## src/clk_stop_cfg.svh

```systemverilog
// Constants for the clock stop and power-down controller
`ifndef CLK_STOP_CFG_SVH
`define CLK_STOP_CFG_SVH
`define CLK_PERIOD_NS 40
`define PD_SYNC_EDGES 2
`define STP_SYNC_EDGES 2
`define DIFF_PARK_MAX_PERIODS 4
`define CPU_STOP_MIN_PERIODS 2
`define CPU_STOP_MAX_PERIODS 6
`define CPU_RESUME_MAX_PERIODS 2
`define PCI_RESUME_MAX_PERIODS 2
`define POWER_UP_LATENCY_NS 1800000
`define POWER_UP_CYCLES (`POWER_UP_LATENCY_NS / `CLK_PERIOD_NS)
`define TRI_DRIVE_NS 300000
`define TRI_DRIVE_CYCLES (`TRI_DRIVE_NS / `CLK_PERIOD_NS)
`define CPU_DIV_HALF 1
`define PCI_DIV_HALF 2
`define SOFT_PCI_STOP_RESET 1'b1
`define CPU_STOP_EN_RESET 3'h7
`endif

```

## src/clk_stop_pkg.sv

```systemverilog
// Types for the clock stop and power-down controller
package clk_stop_pkg;
  typedef enum logic [1:0] {PH_POWER_GOOD, PH_RUN, PH_PARKED, PH_WAKE} phase_t;
endpackage

```

## src/gated_clock_lane.sv

```systemverilog
// One output lane: divided clock with glitch-free stop and park
`timescale 1ns/100ps
`include "clk_stop_cfg.svh"
module gated_clock_lane #(
  parameter int HALF = 1 // Enables per half period
) (
  input wire logic clock, // System clock
  input wire logic rst, // Sync reset, active high
  input wire logic tick, // Rate enable pulse
  input wire logic stop_req, // Request to stop
  input wire logic stop_high, // Park level: 1 high, 0 low
  output logic clk_out, // Lane clock level
  output logic stopped, // Lane is parked
  output logic fall_evt // Pulse on a falling transition
);
  import clk_stop_pkg::*;
  initial begin
    if (HALF < 1 || HALF > 255) $error("gated_clock_lane: HALF out of range");
  end
  typedef struct packed {
    logic [7:0] cnt; // Half-period counter
    logic lvl; // Clock level
    logic stp; // Parked flag
    logic fall; // Fall pulse
  } lane_t;
  lane_t st_reg, st_next;
  // Stop only at the fall, resume only from low; no runts either way
  always_comb begin
    st_next = st_reg;
    st_next.fall = 1'b0;
    if (tick) begin
      if (st_reg.stp) begin
        if (!stop_req) begin // Resume on the next half period
          st_next.stp = 1'b0;
          st_next.lvl = 1'b0;
          st_next.cnt = 8'h00;
        end
      end else if (st_reg.cnt == 8'(HALF - 1)) begin
        st_next.cnt = 8'h00;
        st_next.lvl = ~st_reg.lvl;
        if (st_reg.lvl) begin
          st_next.fall = 1'b1;
          st_next.stp = stop_req; // Park only at the fall
        end
      end else begin
        st_next.cnt = st_reg.cnt + 8'h01;
      end
    end
  end
  // State register
  always_ff @(posedge clock) begin
    if (rst) begin
      st_reg <= '0;
    end else begin
      st_reg <= st_next;
    end
  end
  assign clk_out = st_reg.stp ? stop_high : st_reg.lvl;
  assign stopped = st_reg.stp;
  assign fall_evt = st_reg.fall;
endmodule // gated_clock_lane

```

## src/clock_stop_powerdown_ctrl.sv

```systemverilog
// Power-down and group stop sequencing for the clock outputs
// Functional notes
// - Pin is power-good first, power-down after
// - Power-down synchronised in, async release accepted
// - Park all clocks before oscillators turn off
// - Two edges high; single-ended park low
// - Differential parks at complement fall, four periods
// - Mode 0: true high, complement tri-stated
// - Mode 1: both legs tri-stated; serial ref driven high instead once a wake has set tri_release
// - Stable clocks within 1.8 ms of release
// - Tri-stated outputs driven within 300 us
// - Outputs enabled together after PLL lock
// - CPU stop: two edges, stop in 2-6 periods
// - Stopped CPU: true high, complement tri-stated
// - CPU resume glitch-free within two cycles
// - PCI stop gates PCI clocks synchronously
// - Free-running PCI outputs ignore PCI stop unless their stop enable is set
// - PCI resume within two PCI periods
// - Pin or soft bit low stops PCI low
// - Soft bit reads 0 when either low
// - CPU stop enable per output
// - CPU stop drive mode per output
// - Power-down drive mode per CPU output, one for the serial ref group
`timescale 1ns/100ps
`include "clk_stop_cfg.svh"
module clock_stop_powerdown_ctrl #(
  parameter int NUM_CPU = 3, // CPU differential pairs
  parameter int NUM_FREE_RUNNING_PCI_CLK = 2, // Free-running PCI outputs
  parameter int POWER_UP_CYCLES = `POWER_UP_CYCLES, // Wake latency count
  parameter int TRI_DRIVE_CYCLES = `TRI_DRIVE_CYCLES // Tri-state release count
) (
  input wire logic clock, // 25 MHz system clock
  input wire logic rst, // Sync reset, active high
  input wire logic power_good_n, // Shared pin level (power-good then power-down)
  input wire logic cpu_group_stop_n, // CPU group stop, active low
  input wire logic pci_group_stop_n, // PCI group stop, active low
  input wire logic soft_pci_group_stop, // Soft PCI stop bit written, 0 stops
  input wire logic [NUM_CPU-1:0] cpu_stop_en, // 1 = stoppable by CPU stop
  input wire logic [NUM_CPU-1:0] cpu_stop_tri, // 1 = tri-state when CPU stopped
  input wire logic [NUM_CPU-1:0] cpu_pd_tri, // 1 = tri-state in power-down
  input wire logic src_pd_tri, // Serial ref group tri-state in the first power-down after reset only
  input wire logic [NUM_FREE_RUNNING_PCI_CLK-1:0] free_running_pci_clk_stop_en, // 1 = free PCI stoppable
  output logic [NUM_CPU-1:0] cpu_clk_true, // CPU true legs
  output logic [NUM_CPU-1:0] cpu_clk_true_oe, // CPU true leg drive enable
  output logic [NUM_CPU-1:0] cpu_clk_comp, // CPU complement legs
  output logic [NUM_CPU-1:0] cpu_clk_comp_oe, // CPU complement drive enable
  output logic serial_link_ref_clk, // Serial ref true leg
  output logic serial_link_ref_clk_oe, // Serial ref drive enable
  output logic pci_clk, // Stoppable PCI clock
  output logic [NUM_FREE_RUNNING_PCI_CLK-1:0] free_running_pci_clk, // Free PCI clocks
  output logic soft_pci_group_stop_rd, // Soft bit readback
  output logic powered_down, // Power-down recognised
  output logic osc_enable, // Oscillators/VCO enabled
  output logic clocks_stable // Outputs enabled after lock
);
  import clk_stop_pkg::*;
  initial begin
    if (NUM_CPU < 1 || NUM_CPU > 8) $error("NUM_CPU out of range");
    if (NUM_FREE_RUNNING_PCI_CLK < 1 || NUM_FREE_RUNNING_PCI_CLK > 8) $error("NUM_FREE_RUNNING_PCI_CLK out of range");
    if (POWER_UP_CYCLES < 2 || TRI_DRIVE_CYCLES < 1) $error("bad counts");
    if (TRI_DRIVE_CYCLES > POWER_UP_CYCLES) $error("tri release after wake");
  end
  // All block state
  typedef struct packed {
    phase_t ph; // Sequencer phase
    logic pd_s1; // Power-down sync stage 1
    logic pd_s2; // Power-down sync stage 2
    logic pd_seen; // High on two CPU edges
    logic pd_hold; // Power-down level at the previous CPU tick
    logic cs_s1; // CPU stop sync stage 1
    logic cs_s2; // CPU stop sync stage 2
    logic cpu_div; // CPU rate enable toggle
    logic [1:0] pci_div; // PCI rate divider
    logic [20:0] wake_cnt; // Wake counter
    logic tri_release; // Drive tri-stated legs high
  } ctrl_t;
  ctrl_t st_reg, st_next;
  logic cpu_tick, pci_tick; // Rate enables
  logic pd_level; // Pin seen as power-down
  logic cpu_stop_act; // Qualified CPU stop
  logic pci_stop_act; // Combined PCI stop
  logic pd_park; // Lanes must park
  logic [NUM_CPU-1:0] cpu_lvl, cpu_parked, cpu_fall; // CPU lane state
  logic src_lvl, src_parked, src_fall; // Serial ref lane
  logic pci_lvl, pci_parked; // PCI lane
  logic [NUM_FREE_RUNNING_PCI_CLK-1:0] free_running_pci_clk_lvl, free_running_pci_clk_parked; // Free PCI lanes
  logic all_parked; // Every lane parked
  assign cpu_tick = st_reg.cpu_div;
  assign pci_tick = (st_reg.pci_div == 2'(`PCI_DIV_HALF));
  // Pin is power-good until first sampled low, then power-down
  assign pd_level = (st_reg.ph != PH_POWER_GOOD) & st_reg.pd_s2;
  assign cpu_stop_act = ~st_reg.cs_s2 & (st_reg.ph == PH_RUN);
  assign pci_stop_act = ~(pci_group_stop_n & soft_pci_group_stop);
  assign pd_park = (st_reg.ph == PH_PARKED) | st_reg.pd_seen;
  assign all_parked = (&cpu_parked) & src_parked & pci_parked & (&free_running_pci_clk_parked);
  // Sequencer and synchronisers
  always_comb begin
    st_next = st_reg;
    st_next.pd_s1 = power_good_n;
    st_next.pd_s2 = st_reg.pd_s1;
    st_next.cs_s1 = cpu_group_stop_n;
    st_next.cs_s2 = st_reg.cs_s1;
    st_next.cpu_div = ~st_reg.cpu_div;
    st_next.pci_div = pci_tick ? 2'h0 : st_reg.pci_div + 2'h1;
    // Two consecutive CPU-rate samples high recognise power-down
    // A lone high sample between ticks must not count
    if (cpu_tick) begin
      st_next.pd_hold = pd_level;
      st_next.pd_seen = pd_level & st_reg.pd_hold;
    end
    unique case (st_reg.ph)
      PH_POWER_GOOD: begin
        if (!st_reg.pd_s2) begin
          st_next.ph = PH_RUN;
        end
      end
      PH_RUN: begin
        // Oscillators stay on until every lane is parked
        if (st_reg.pd_seen && all_parked) begin
          st_next.ph = PH_PARKED;
        end
      end
      PH_PARKED: begin
        // Release taken as soon as the pin drops
        if (!st_reg.pd_s2) begin
          st_next.ph = PH_WAKE;
          st_next.wake_cnt = '0;
          st_next.tri_release = 1'b0;
          st_next.pd_seen = 1'b0;
        end
      end
      PH_WAKE: begin
        st_next.wake_cnt = st_reg.wake_cnt + 21'h1;
        if (st_reg.wake_cnt == 21'(TRI_DRIVE_CYCLES - 1)) begin
          st_next.tri_release = 1'b1;
        end
        if (st_reg.wake_cnt == 21'(POWER_UP_CYCLES - 1)) begin
          st_next.ph = PH_RUN;
        end
      end
    endcase
  end
  // State register
  always_ff @(posedge clock) begin
    if (rst) begin
      st_reg <= '0;
      st_reg.pd_s1 <= 1'b1;
      st_reg.pd_s2 <= 1'b1;
      st_reg.cs_s1 <= 1'b1;
      st_reg.cs_s2 <= 1'b1;
    end else begin
      st_reg <= st_next;
    end
  end
  // CPU lanes: stop and power-down each park true high or tri-stated, by their own modes
  for (genvar i = 0; i < NUM_CPU; i++) begin : g_cpu
    gated_clock_lane #(.HALF(`CPU_DIV_HALF)) u_lane (
      .clock(clock),
      .rst(rst),
      .tick(cpu_tick),
      .stop_req(pd_park | (cpu_stop_act & cpu_stop_en[i])),
      .stop_high(1'b1),
      .clk_out(cpu_lvl[i]),
      .stopped(cpu_parked[i]),
      .fall_evt(cpu_fall[i])
    );
    always_comb begin
      cpu_clk_true[i] = cpu_lvl[i] & clocks_stable;
      cpu_clk_comp[i] = ~cpu_lvl[i] & clocks_stable;
      cpu_clk_true_oe[i] = 1'b1;
      cpu_clk_comp_oe[i] = 1'b1;
      if (cpu_parked[i] && pd_park) begin
        cpu_clk_true[i] = 1'b1; // Held high even with oscillators off
        cpu_clk_comp_oe[i] = 1'b0;
        cpu_clk_true_oe[i] = ~cpu_pd_tri[i];
      end else if (cpu_parked[i]) begin
        cpu_clk_comp_oe[i] = 1'b0;
        cpu_clk_true_oe[i] = ~cpu_stop_tri[i];
      end else if (st_reg.ph == PH_WAKE) begin
        cpu_clk_true[i] = st_reg.tri_release;
        cpu_clk_true_oe[i] = st_reg.tri_release | ~cpu_pd_tri[i];
        cpu_clk_comp_oe[i] = 1'b0;
      end
    end
  end
  // Serial reference lane parks only on power-down, with group power-down mode
  gated_clock_lane #(.HALF(`CPU_DIV_HALF)) u_src (
    .clock(clock),
    .rst(rst),
    .tick(cpu_tick),
    .stop_req(pd_park),
    .stop_high(1'b1),
    .clk_out(src_lvl),
    .stopped(src_parked),
    .fall_evt(src_fall)
  );
  // Parked level stays high through power-down
  assign serial_link_ref_clk = (src_lvl & (clocks_stable | (src_parked & pd_park))) |
    (st_reg.ph == PH_WAKE && st_reg.tri_release);
  assign serial_link_ref_clk_oe = ~((src_parked | st_reg.ph == PH_WAKE) & src_pd_tri & ~st_reg.tri_release);
  // PCI lane parks low on stop or power-down
  gated_clock_lane #(.HALF(`PCI_DIV_HALF)) u_pci (
    .clock(clock),
    .rst(rst),
    .tick(pci_tick),
    .stop_req(pd_park | pci_stop_act),
    .stop_high(1'b0),
    .clk_out(pci_lvl),
    .stopped(pci_parked),
    .fall_evt()
  );
  assign pci_clk = pci_lvl & clocks_stable;
  for (genvar j = 0; j < NUM_FREE_RUNNING_PCI_CLK; j++) begin : g_free_running_pci_clk
    gated_clock_lane #(.HALF(`PCI_DIV_HALF)) u_lane (
      .clock(clock),
      .rst(rst),
      .tick(pci_tick),
      .stop_req(pd_park | (pci_stop_act & free_running_pci_clk_stop_en[j])),
      .stop_high(1'b0),
      .clk_out(free_running_pci_clk_lvl[j]),
      .stopped(free_running_pci_clk_parked[j]),
      .fall_evt()
    );
  end
  assign free_running_pci_clk = free_running_pci_clk_lvl & {NUM_FREE_RUNNING_PCI_CLK{clocks_stable}};
  assign soft_pci_group_stop_rd = ~pci_stop_act;
  assign powered_down = st_reg.ph == PH_PARKED;
  assign osc_enable = st_reg.ph != PH_PARKED;
  // All lanes released together from one flag
  assign clocks_stable = st_reg.ph == PH_RUN;

  // Assertions
  logic [3:0] stop_age; // Cycles since CPU stop qualified
  always_ff @(posedge clock) begin
    if (rst || !cpu_stop_act) begin
      stop_age <= 4'h0;
    end else if (stop_age != 4'hf) begin
      stop_age <= stop_age + 4'h1;
    end
  end
  property p_pd_two_edges;
    @(posedge clock) disable iff (rst) $rose(st_reg.pd_seen) |-> $past(pd_level) && $past(pd_level, 3);
  endproperty
  a_pd_two_edges: assert property (p_pd_two_edges) else $error("power-down seen too early");
  property p_park_before_osc;
    @(posedge clock) disable iff (rst) $fell(osc_enable) |-> $past(all_parked);
  endproperty
  a_park_before_osc: assert property (p_park_before_osc) else $error("oscillator off before park");
  property p_cpu_stop_bound;
    @(posedge clock) disable iff (rst) (stop_age == 4'hc) && cpu_stop_en[0] |-> cpu_parked[0];
  endproperty
  a_cpu_stop_bound: assert property (p_cpu_stop_bound) else $error("CPU not stopped in time");
  property p_cpu_stop_level;
    @(posedge clock) disable iff (rst) cpu_parked[0] && !pd_park && clocks_stable |->
      cpu_clk_true[0] && !cpu_clk_comp_oe[0];
  endproperty
  a_cpu_stop_level: assert property (p_cpu_stop_level) else $error("stopped CPU complement driven");
  property p_cpu_resume;
    @(posedge clock) disable iff (rst) $rose(st_reg.cs_s2) && !pd_park |-> ##[1:4] !cpu_parked[0];
  endproperty
  a_cpu_resume: assert property (p_cpu_resume) else $error("CPU resume late");
  property p_pci_free;
    @(posedge clock) disable iff (rst) !pd_park && clocks_stable |-> (free_running_pci_clk_parked & ~free_running_pci_clk_stop_en) == '0;
  endproperty
  a_pci_free: assert property (p_pci_free) else $error("free PCI output stopped");
  property p_pci_low;
    @(posedge clock) disable iff (rst) pci_parked |-> !pci_clk;
  endproperty
  a_pci_low: assert property (p_pci_low) else $error("PCI parked high");
  property p_soft_read;
    @(posedge clock) disable iff (rst) !soft_pci_group_stop |-> !soft_pci_group_stop_rd;
  endproperty
  a_soft_read: assert property (p_soft_read) else $error("soft stop readback wrong");
  property p_pd_tri;
    @(posedge clock) disable iff (rst) powered_down |-> (cpu_clk_true_oe == ~cpu_pd_tri) && (cpu_clk_comp_oe == '0)
      && ((cpu_clk_true | cpu_pd_tri) == '1);
  endproperty
  a_pd_tri: assert property (p_pd_tri) else $error("power-down drive mode wrong");
  property p_park_at_fall;
    @(posedge clock) disable iff (rst) $rose(cpu_parked[0]) |-> cpu_fall[0];
  endproperty
  a_park_at_fall: assert property (p_park_at_fall) else $error("CPU parked off its fall");
  property p_src_park_fall;
    @(posedge clock) disable iff (rst) $rose(src_parked) |-> src_fall;
  endproperty
  a_src_park_fall: assert property (p_src_park_fall) else $error("serial ref parked off its fall");
  c_power_down: cover property (@(posedge clock) disable iff (rst) $rose(powered_down));
  c_cpu_stop: cover property (@(posedge clock) disable iff (rst) $rose(cpu_parked[0]) && !pd_park);
  c_pci_stop: cover property (@(posedge clock) disable iff (rst) $rose(pci_parked) && !pd_park);
  c_wake: cover property (@(posedge clock) disable iff (rst) $rose(clocks_stable));
endmodule // clock_stop_powerdown_ctrl

```

## config.mk

```make
export PLATFORM = sky130hd
export DESIGN_NAME = clock_stop_powerdown_ctrl
export DESIGN_NICKNAME = d
export VERILOG_FILES = /design/src/clk_stop_pkg.sv /design/src/gated_clock_lane.sv /design/src/clock_stop_powerdown_ctrl.sv
export VERILOG_INCLUDE_DIRS = /design/src
export SDC_FILE = /design/constraint.sdc
export NUM_CORES = 1
export LEC_CHECK = 0
export BUFFER_PORTS_ARGS = -buffer_cell sky130_fd_sc_hd__buf_2
export CORE_MARGIN = 5
export CORE_UTILIZATION = 50
export DETAILED_ROUTE_END_ITERATION = 8
export PLACE_DENSITY = 0.75
export SKIP_CTS_REPAIR_TIMING = 1
export SLEW_MARGIN = 10
export SYNTH_ARGS = -nofsm -noshare
export SYNTH_HDL_FRONTEND = slang
export SYNTH_SLANG_ARGS = --single-unit
```

## constraint.sdc

```tcl
create_clock -name clock -period 2.15 [get_ports clock]
set_clock_uncertainty 0.15 [all_clocks]
set_input_delay 0.215 -clock clock [delete_from_list [all_inputs] [get_ports clock]]
set_output_delay 0.215 -clock clock [all_outputs]
set_load 0.05 [all_outputs]
```

==> qor.txt, run 1 <==
FF+latch count, synth: 103
Die H: 114 µm
synth unique cells: 62
final-report hold violation count: 0
share of cells above drive strength 1: 25.9%
Row Count: 38
Setup TNS: -0.501 ns
NumNets Final: 780
Yosys top cell area share: 38.3%
Synth Area in Compound Gates: 11.7%
# DRC: 0
Via density: 5.56
Ant. Diodes: 0
Yosys warnings: 0
slew of the pin with the lowest slew margin: 0.483 ns
M1 WL: 6.02 mm
hold crit path type: in2reg
Pleak: 2.68 nW
die footprint: 13000 µm²
max-slew violations: 0
CP Capture Type: output port
Final Core Density: 63.7%
main combinational cell family by area after synthesis: simple AND/OR/NAND/NOR gates
I/O Buffers: 38
post-synthesis adder-cell area fraction: 4.88%
kind of critical path: reg2out
post-synthesis xor/xnor area fraction: 9.10%
Tmin final: 2.31 ns
Synth Flop Type: dfxtp_1
CTS Buffer Depth: 2
I/O pins: 39
vias in the first global route: 4650
Slew headroom: 67.8%
failing checks: setup timing
commonest cells in the netlist: nor2_1 (109), dfxtp_1 (103), xor2_1 (43)
drt pass-1 iters: 5
area leader, netlist: dfxtp_1
total congestion overflow: 0
first-pass GRT wire length: 21.3 mm
Total GRT Usage: 19.6%
post-synthesis mux area share: 1.58%
die width: 114 µm
Final HPWL DP: 9.17 mm
Syn Nets: 688
EDFF count, synth: 0
Gate Count Post-Synth: 649
placed cell areas: 6150 µm²
final instance area: 6810 µm²
crit-path max cell delay: 0.39 ns
initial antenna violation count: 0
Critical Path AT: 1.95 ns
clock root buffer: clkbuf_8
minimum hold slack: 0.126 ns
Detailed Route WL: 13.1 mm
Area contributors post-synth: dfxtp_1 (38%), nor2_1 (7.6%), xor2_1 (7.0%)
Synth Cell Area: 5390 µm²
metal3 WL: 460 µm
slowest cell on the critical path: a221o_2
CP max FO: 5
Async SR Flop Fraction: 0%
maximum level of the CTS H-tree: 3
fillers: 875
startpoint class of the critical path: flip-flop
core area: 10700 µm²
synthesized area per cell: 8.30 µm²
highest metal used: met4
Worst EP required: 1.78 ns
placer congestion estimate: 0.897
largest net degree at the start of global routing: 49
drt wl/cell: 14.8 µm
Post-DRT Antenna Nets: 0
Post-Synth Simple-Gate Area: 30.3%
Clock Sink Count: 103
initial DRC count: 261
routed wl met2: 6.40 mm
max FFs per register: 30
Max Freq: 432 MHz
Area Overhead vs Synth: 26.4%
status: finished, violations left
RSZ-0062 raised after global routing: yes
Initial Util: 50.4%
CTS tree: yes
Tcrit/Tclk final: 108%
CTS buffer count: 9
pwr dens: 671 nW/µm²
most frequent cell after synthesis: nor2_1
Max Cap Viol: 0
Peak VDD IR: 487 µV
clock latency on the worst-skew pair: 0.37 ns
post-synthesis sequential area ratio: 38.3%
clock slew at reported path FFs: 0.10 ns
via count: 4922
PnR worst setup slack: -0.162 ns
CP Cell Sequence: buf_4 -> ha_4 -> or3_4 -> a221o_2 -> buf_6
final setup violation count: 6
Pwr Total: 4.57 mW
## cell type report
class,count,area [µm²],share of cell area [%]
clock buffer,10,128,1.87
multi-input combinational,489,3440,50.5
sequential,103,2070,30.4
tap,140,175,2.57
clock inverter,6,68.8,1.01
inverter,32,120,1.76
timing repair buffer,106,805,11.8
## metrics by stage
step           worst slack [ns]  cells
6_report                 -0.162    886
5_1_grt                  -0.205    886
4_1_cts                  -0.313    866
3_5_place_dp            -0.0783    850
3_3_place_gp            0.00710    850
2_1_floorplan           -0.0764    649
## per-layer routing
| metal | track usage [%] | vias up |
|---|---|---|
| li1 | - | 2447 |
| met3 | 3.71 | 21 |
| met5 | 0 | - |
| met1 | 25.6 | 2341 |
| met2 | 33.1 | 113 |
| met4 | 5.54 | 0 |
## cells by family after synthesis
logic type / count (synthesis)
XOR/XNOR: 56
AO/OA/AOI/OAI: 90
buffers and inverters: 57
adder cells (fa/ha/maj): 21
flip-flops: 103
AND/OR/NAND/NOR: 314
multiplexers: 8
## critical path, delay by kind of cell, from the launching register on
family	cells	cell delay [ns]
AO/OA/AOI/OAI	1	0.39
flip-flops	1	0.37
buffers and inverters	2	0.30
adder cells (fa/ha/maj)	1	0.19
AND/OR/NAND/NOR	1	0.35
## path summary, 6_finish.rpt
kind | startpoint | to | slack (ns) | cells after the start
max | st_reg[31] | cpu_clk_true[1] | -0.16 | 5
min | rst | st_reg[21] | 0.13 | 4
min reg2reg | st_reg[22] | st_reg[22] | 0.27 | 1
max reg2reg | st_reg[31] | g_free_running_pci_clk[0].u_lane.st_reg[8] | -0.02 | 8
## power breakdown
part           internal [mW]  switching (mW)  leakage (nW)  total (mW)
registers               1.98          0.0621         0.836        2.04
clock network          0.549           0.717        0.0973        1.27
logic                  0.537           0.726          1.74        1.26
total                   3.07            1.51          2.68        4.57
## cell usage in the layout (no fill, tap or decap), types with 4 or more instances in the layout
cell type,count
o21ai_4,4
nor4_4,5
or4b_4,6
nand4_1,19
buf_6,9
nor2b_1,6
inv_1,30
xor2_1,43
a211oi_1,4
xnor2_1,13
nor4_1,4
clkbuf_8,9
a31oi_1,5
ha_1,18
buf_4,58
nor2_1,105
and2_1,5
and3_1,24
or2_2,6
nand2b_1,6
nand3_1,38
a32oi_1,4
dfxtp_1,99
nor3_1,11
buf_12,4
a21oi_1,23
mux2i_1,4
o21ai_0,13
nand3b_1,4
nand2_1,37
buf_2,31
No activity file was read; power rests on OpenSTA's default activity.
==> run 2, diff against run 1 <==
--- a/config.mk
+++ b/config.mk
@@ -10,9 +10,10 @@
 export CORE_MARGIN = 5
 export CORE_UTILIZATION = 50
 export DETAILED_ROUTE_END_ITERATION = 8
-export PLACE_DENSITY = 0.75
+export PLACE_DENSITY = 0.7
 export SKIP_CTS_REPAIR_TIMING = 1
 export SLEW_MARGIN = 10
 export SYNTH_ARGS = -nofsm -noshare
 export SYNTH_HDL_FRONTEND = slang
+export SYNTH_HIERARCHICAL = 1
 export SYNTH_SLANG_ARGS = --single-unit
==> qor.txt, run 2 <==
status: finished, violations left
failing checks: setup timing
placer congestion estimate: 0.858
CTS buffer count: 9
Peak VDD IR: 706 µV
max FFs per register: 30
CTS Buffer Depth: 2
commonest non-fill, non-tap cells in the layout: dfxtp_1 (101), nor2_1 (91), nand2_1 (46)
pwr dens: 717 nW/µm²
Initial Util: 50.9%
slowest cell on the critical path: dfxtp_2
first-pass GRT wire length: 20.8 mm
CP max FO: 7
Synth Cell Area: 5820 µm²
R2R Path Start: st_reg[31]
PnR worst setup slack: -0.0374 ns
Yosys warnings: 6
Tcrit/Tclk final: 102%
CP Capture Type: output port
DP Cell Count: 860
Pwr Total: 4.90 mW
hold depth: 5
Gate Count Post-Synth: 672
die width: 118 µm
NumNets Final: 770
maximum level of the CTS H-tree: 3
final setup violation count: 2
share of cells above drive strength 1: 22.0%
initial antenna violation count: 0
clock root buffer: clkbuf_16
clock slew at reported path FFs: 0.07 ns
Endpoint, Worst Hold: g_free_running_pci_clk[1].u_lane/stopped
Pleak: 2.59 nW
hold crit path type: in2reg
CTS tree: yes
total congestion overflow: 0
# DRC: 0
Die H: 118 µm
Area Overhead vs Synth: 17.5%
drt pass-1 iters: 4
Row Count: 39
Finished Layout Cells: 880
Ant. Diodes: 0
Slew headroom: 64.5%
Worst EP required: 1.78 ns
Via density: 5.45
via count: 4792
RSZ-0062 raised after global routing: yes
Max Freq: 457 MHz
I/O Buffers: 38
initial DRC count: 308
synthesized area per cell: 8.65 µm²
R2R Setup Slk: 0.10 ns
Tmin final: 2.19 ns
r2r worst-path depth: 7
most common cell after layout, fill and taps aside: dfxtp_1
hold path start: free_running_pci_clk_stop_en[1]
kind of critical path: reg2out
slew of the pin with the lowest slew margin: 0.531 ns
CP Cell Sequence: inv_2 -> ha_4 -> nor2_4 -> buf_6 -> mux2_4 -> a21oi_4 -> buf_6
Max Cap Viol: 0
Detailed Route WL: 12.5 mm
vias in the first global route: 4630
startpoint class of the critical path: flip-flop
final-report hold violation count: 0
Final Core Density: 59.9%
Critical Path Most Common Cell: buf_6
clock latency on the worst-skew pair: 0.35 ns
Critical Path AT: 1.82 ns
largest net degree at the start of global routing: 31
crit-path max cell delay: 0.34 ns
core area: 11400 µm²
r2r endpoint: st_reg[6]
die footprint: 13900 µm²
max-slew violations: 0
Final HPWL DP: 9.04 mm
Post-DRT Antenna Nets: 0
I/O pins: 39
Total GRT Usage: 17.7%
drt wl/cell: 14.2 µm
Clock Sink Count: 103
## run 2: changes by cell type in the layout (fill, tap and decap cells not counted), moves of 8 or more
cell	previous run	this run
buf_4	58	19
nor3_1	11	29
xor2_1	43	26
mux2_2	1	16
nor2_1	105	91
and3_1	24	11
xnor2_1	13	26
a21oi_1	23	33
clkbuf_16	0	9
nand2_1	37	46
nand4_1	19	27
## run 2: area by class of cell
| class | count | area [µm²] |
|---|---|---|
| clock inverter | 5 | 86.3 |
| fill | 994 | 4580 |
| timing repair buffer | 61 | 445 |
| tap | 143 | 179 |
| multi-input combinational | 521 | 3670 |
| inverter | 36 | 135 |
| clock buffer | 11 | 253 |
| sequential | 103 | 2060 |
## run 2: layer usage
metal | global-route usage, % | part of all wire, %
met3 | 4.47 | 4.3
met5 | 0 | 0
met1 | 21.1 | 45
met4 | 6.02 | 1.9
met2 | 30.8 | 48
## run 2: worst max-delay path by stage
stage	to	startpoint	slack [ns]	cells after the start
floorplan	u_pci/st_reg[8]	st_reg[31]	-0.003	9
global placement	cpu_clk_true_oe[1]	st_reg[31]	0.06	7
detailed placement	cpu_clk_true_oe[1]	st_reg[31]	0.006	7
CTS	cpu_clk_true_oe[1]	st_reg[31]	-0.39	7
global route	cpu_clk_true_oe[0]	st_reg[31]	-0.13	7
finish	cpu_clk_true_oe[0]	st_reg[31]	-0.04	7
## run 2: power breakdown
group / total, mW / switching (mW) / internal, mW
Clock: 1.83 / 0.734 / 1.10
Combinational: 1.03 / 0.623 / 0.405
Sequential: 2.04 / 0.0686 / 1.97
## run 2: stage by stage
step	setup TNS (ns)	area (µm²)	hold slack, ns	setup WS (ns)
finish	-0.0714	6840	0.124	-0.0374
global placement	0	6340	0.251	0.0615
floorplan	-0.00345	5900	0.131	-0.00345
global route	-0.345	6840	0.149	-0.130
detailed placement	0	6340	0.247	0.00612
CTS	-1.52	6680	-0.123	-0.388
## run 2: worst max-delay path, delay by kind of cell, from the launching register on
family	cells	cell delay (ns)
DFF	1	0.34
AOI/OAI and AO/OA	1	0.12
buffers and inverters	3	0.39
muxes	1	0.32
adders and majority gates	1	0.17
and+or+nand+nor	1	0.14
==> run 3, diff against run 2 <==
--- a/config.mk
+++ b/config.mk
@@ -8,9 +8,9 @@
 export LEC_CHECK = 0
 export BUFFER_PORTS_ARGS = -buffer_cell sky130_fd_sc_hd__buf_2
 export CORE_MARGIN = 5
-export CORE_UTILIZATION = 50
+export CORE_UTILIZATION = 55
 export DETAILED_ROUTE_END_ITERATION = 8
-export PLACE_DENSITY = 0.7
+export PLACE_DENSITY = 0.76
 export SKIP_CTS_REPAIR_TIMING = 1
 export SLEW_MARGIN = 10
 export SYNTH_ARGS = -nofsm -noshare
==> qor.txt, run 3 (synthesized netlist as in run 2, its figures left out) <==
Detailed Route WL: 12.8 mm
commonest non-fill, non-tap cells in the layout: dfxtp_1 (101), nor2_1 (91), nand2_1 (46)
hold crit path type: in2reg
CP Capture Type: output port
maximum level of the CTS H-tree: 3
Pwr Total: 4.41 mW
first-pass GRT wire length: 21.3 mm
Worst EP required: 1.78 ns
die width: 113 µm
Via density: 5.58
pwr dens: 652 nW/µm²
NumNets Final: 777
max-slew violations: 0
placer congestion estimate: 0.822
CTS buffer count: 9
core area: 10300 µm²
max FFs per register: 30
die footprint: 12700 µm²
final setup violation count: 4
Pleak: 2.58 nW
Clock Sink Count: 103
kind of critical path: reg2out
CP max FO: 5
drt pass-1 iters: 5
Final HPWL DP: 9.03 mm
placed cell areas: 6320 µm²
# DRC: 0
I/O pins: 39
Initial Util: 56.3%
Total GRT Usage: 20.0%
fillers: 838
Peak VDD IR: 507 µV
Final Core Density: 65.6%
Post-DRT Antenna Nets: 0
Max Freq: 449 MHz
drt wl/cell: 14.6 µm
vias in the first global route: 4722
clock root buffer: clkbuf_8
Ant. Diodes: 0
Critical Path AT: 1.86 ns
Area Overhead vs Synth: 16.5%
Max Cap Viol: 0
CTS Buffer Depth: 2
initial DRC count: 252
PnR worst setup slack: -0.0790 ns
DP Cell Count: 852
status: finished, violations left
final instance area: 6780 µm²
share of cells above drive strength 1: 23.9%
startpoint class of the critical path: flip-flop
Post-Place Setup Slack: 0.00791 ns
Tmin final: 2.23 ns
clock slew at reported path FFs: 0.10 ns
largest net degree at the start of global routing: 39
failing checks: setup timing
final-report hold violation count: 0
clock latency on the worst-skew pair: 0.39 ns
total congestion overflow: 0
I/O Buffers: 38
via count: 4908
Die H: 113 µm
Row Count: 37
most common cell after layout, fill and taps aside: dfxtp_1
RSZ-0062 raised after global routing: yes
CTS tree: yes
Tcrit/Tclk final: 104%
Finished Layout Cells: 880
initial antenna violation count: 0
[run 3: cell count changes in the layout (fill, tap and decap cells not counted), moves of 2 or more]
cell and delta:
o21bai_1 -2, clkinvlp_4 +2, o21bai_2 +2, buf_2 -4, buf_4 +7, clkbuf_8 +8
clkbuf_4 +6, nor3_1 -4, nor3_2 +4, clkbuf_16 -9
[run 3: final cells by class]
class                           instances  area, µm²  share of cell area (%)
Multi-Input combinational cell        520       3690                    54.4
Sequential cell                       103       2070                    30.5
Timing Repair Buffer                   69        503                    7.42
Tap cell                              136        170                    2.51
Clock buffer                           10        138                    2.03
Inverter                               36        135                    1.99
Clock inverter                          6       73.8                    1.09
[run 3: power by group]
part / switching, mW / leakage [nW] / total (mW) / internal, mW
Clock: 0.713 / 0.101 / 1.30 / 0.586
Combinational: 0.645 / 1.64 / 1.08 / 0.432
Sequential: 0.0661 / 0.834 / 2.04 / 1.97
Total: 1.42 / 2.58 / 4.41 / 2.99
[run 3: critical path: stages (launching register included)]
cell and delay, ns:
dfxtp_2 0.36, inv_2 0.06, ha_4 0.17, nor2_4 0.11, buf_6 0.15, mux2_4 0.32, a21oi_4 0.13, buf_6 0.17
[run 3: final timing paths]
kind / from / endpoint / slack [ns] / cells after the start
setup / recovery: st_reg[31] / cpu_clk_true_oe[1] / -0.08 / 7
hold / removal: rst / cpu_tick / 0.03 / 2
setup reg to reg: st_reg[31] / st_reg[16] / 0.05 / 9
hold reg to reg: st_next[25] / st_reg[25] / 0.27 / 1
[run 3: routing by layer]
| layer | global-route usage (%) | routed length (µm) | vias to the layer above |
|---|---|---|---|
| met5 | 0 | 0 | - |
| met3 | 4.49 | 565 | 25 |
| met2 | 34.6 | 6410 | 102 |
| met4 | 8.01 | 284 | 0 |
| li1 | - | - | 2471 |
| met1 | 24.2 | 5580 | 2310 |
[run 3: metrics by stage]
step	hold slack (ns)	TNS, ns
finish	0.0289	-0.238
global route	0.0265	-0.748
CTS	-0.148	-1.96
detailed placement	0.251	0
global placement	0.245	0
floorplan	0.131	-0.00345
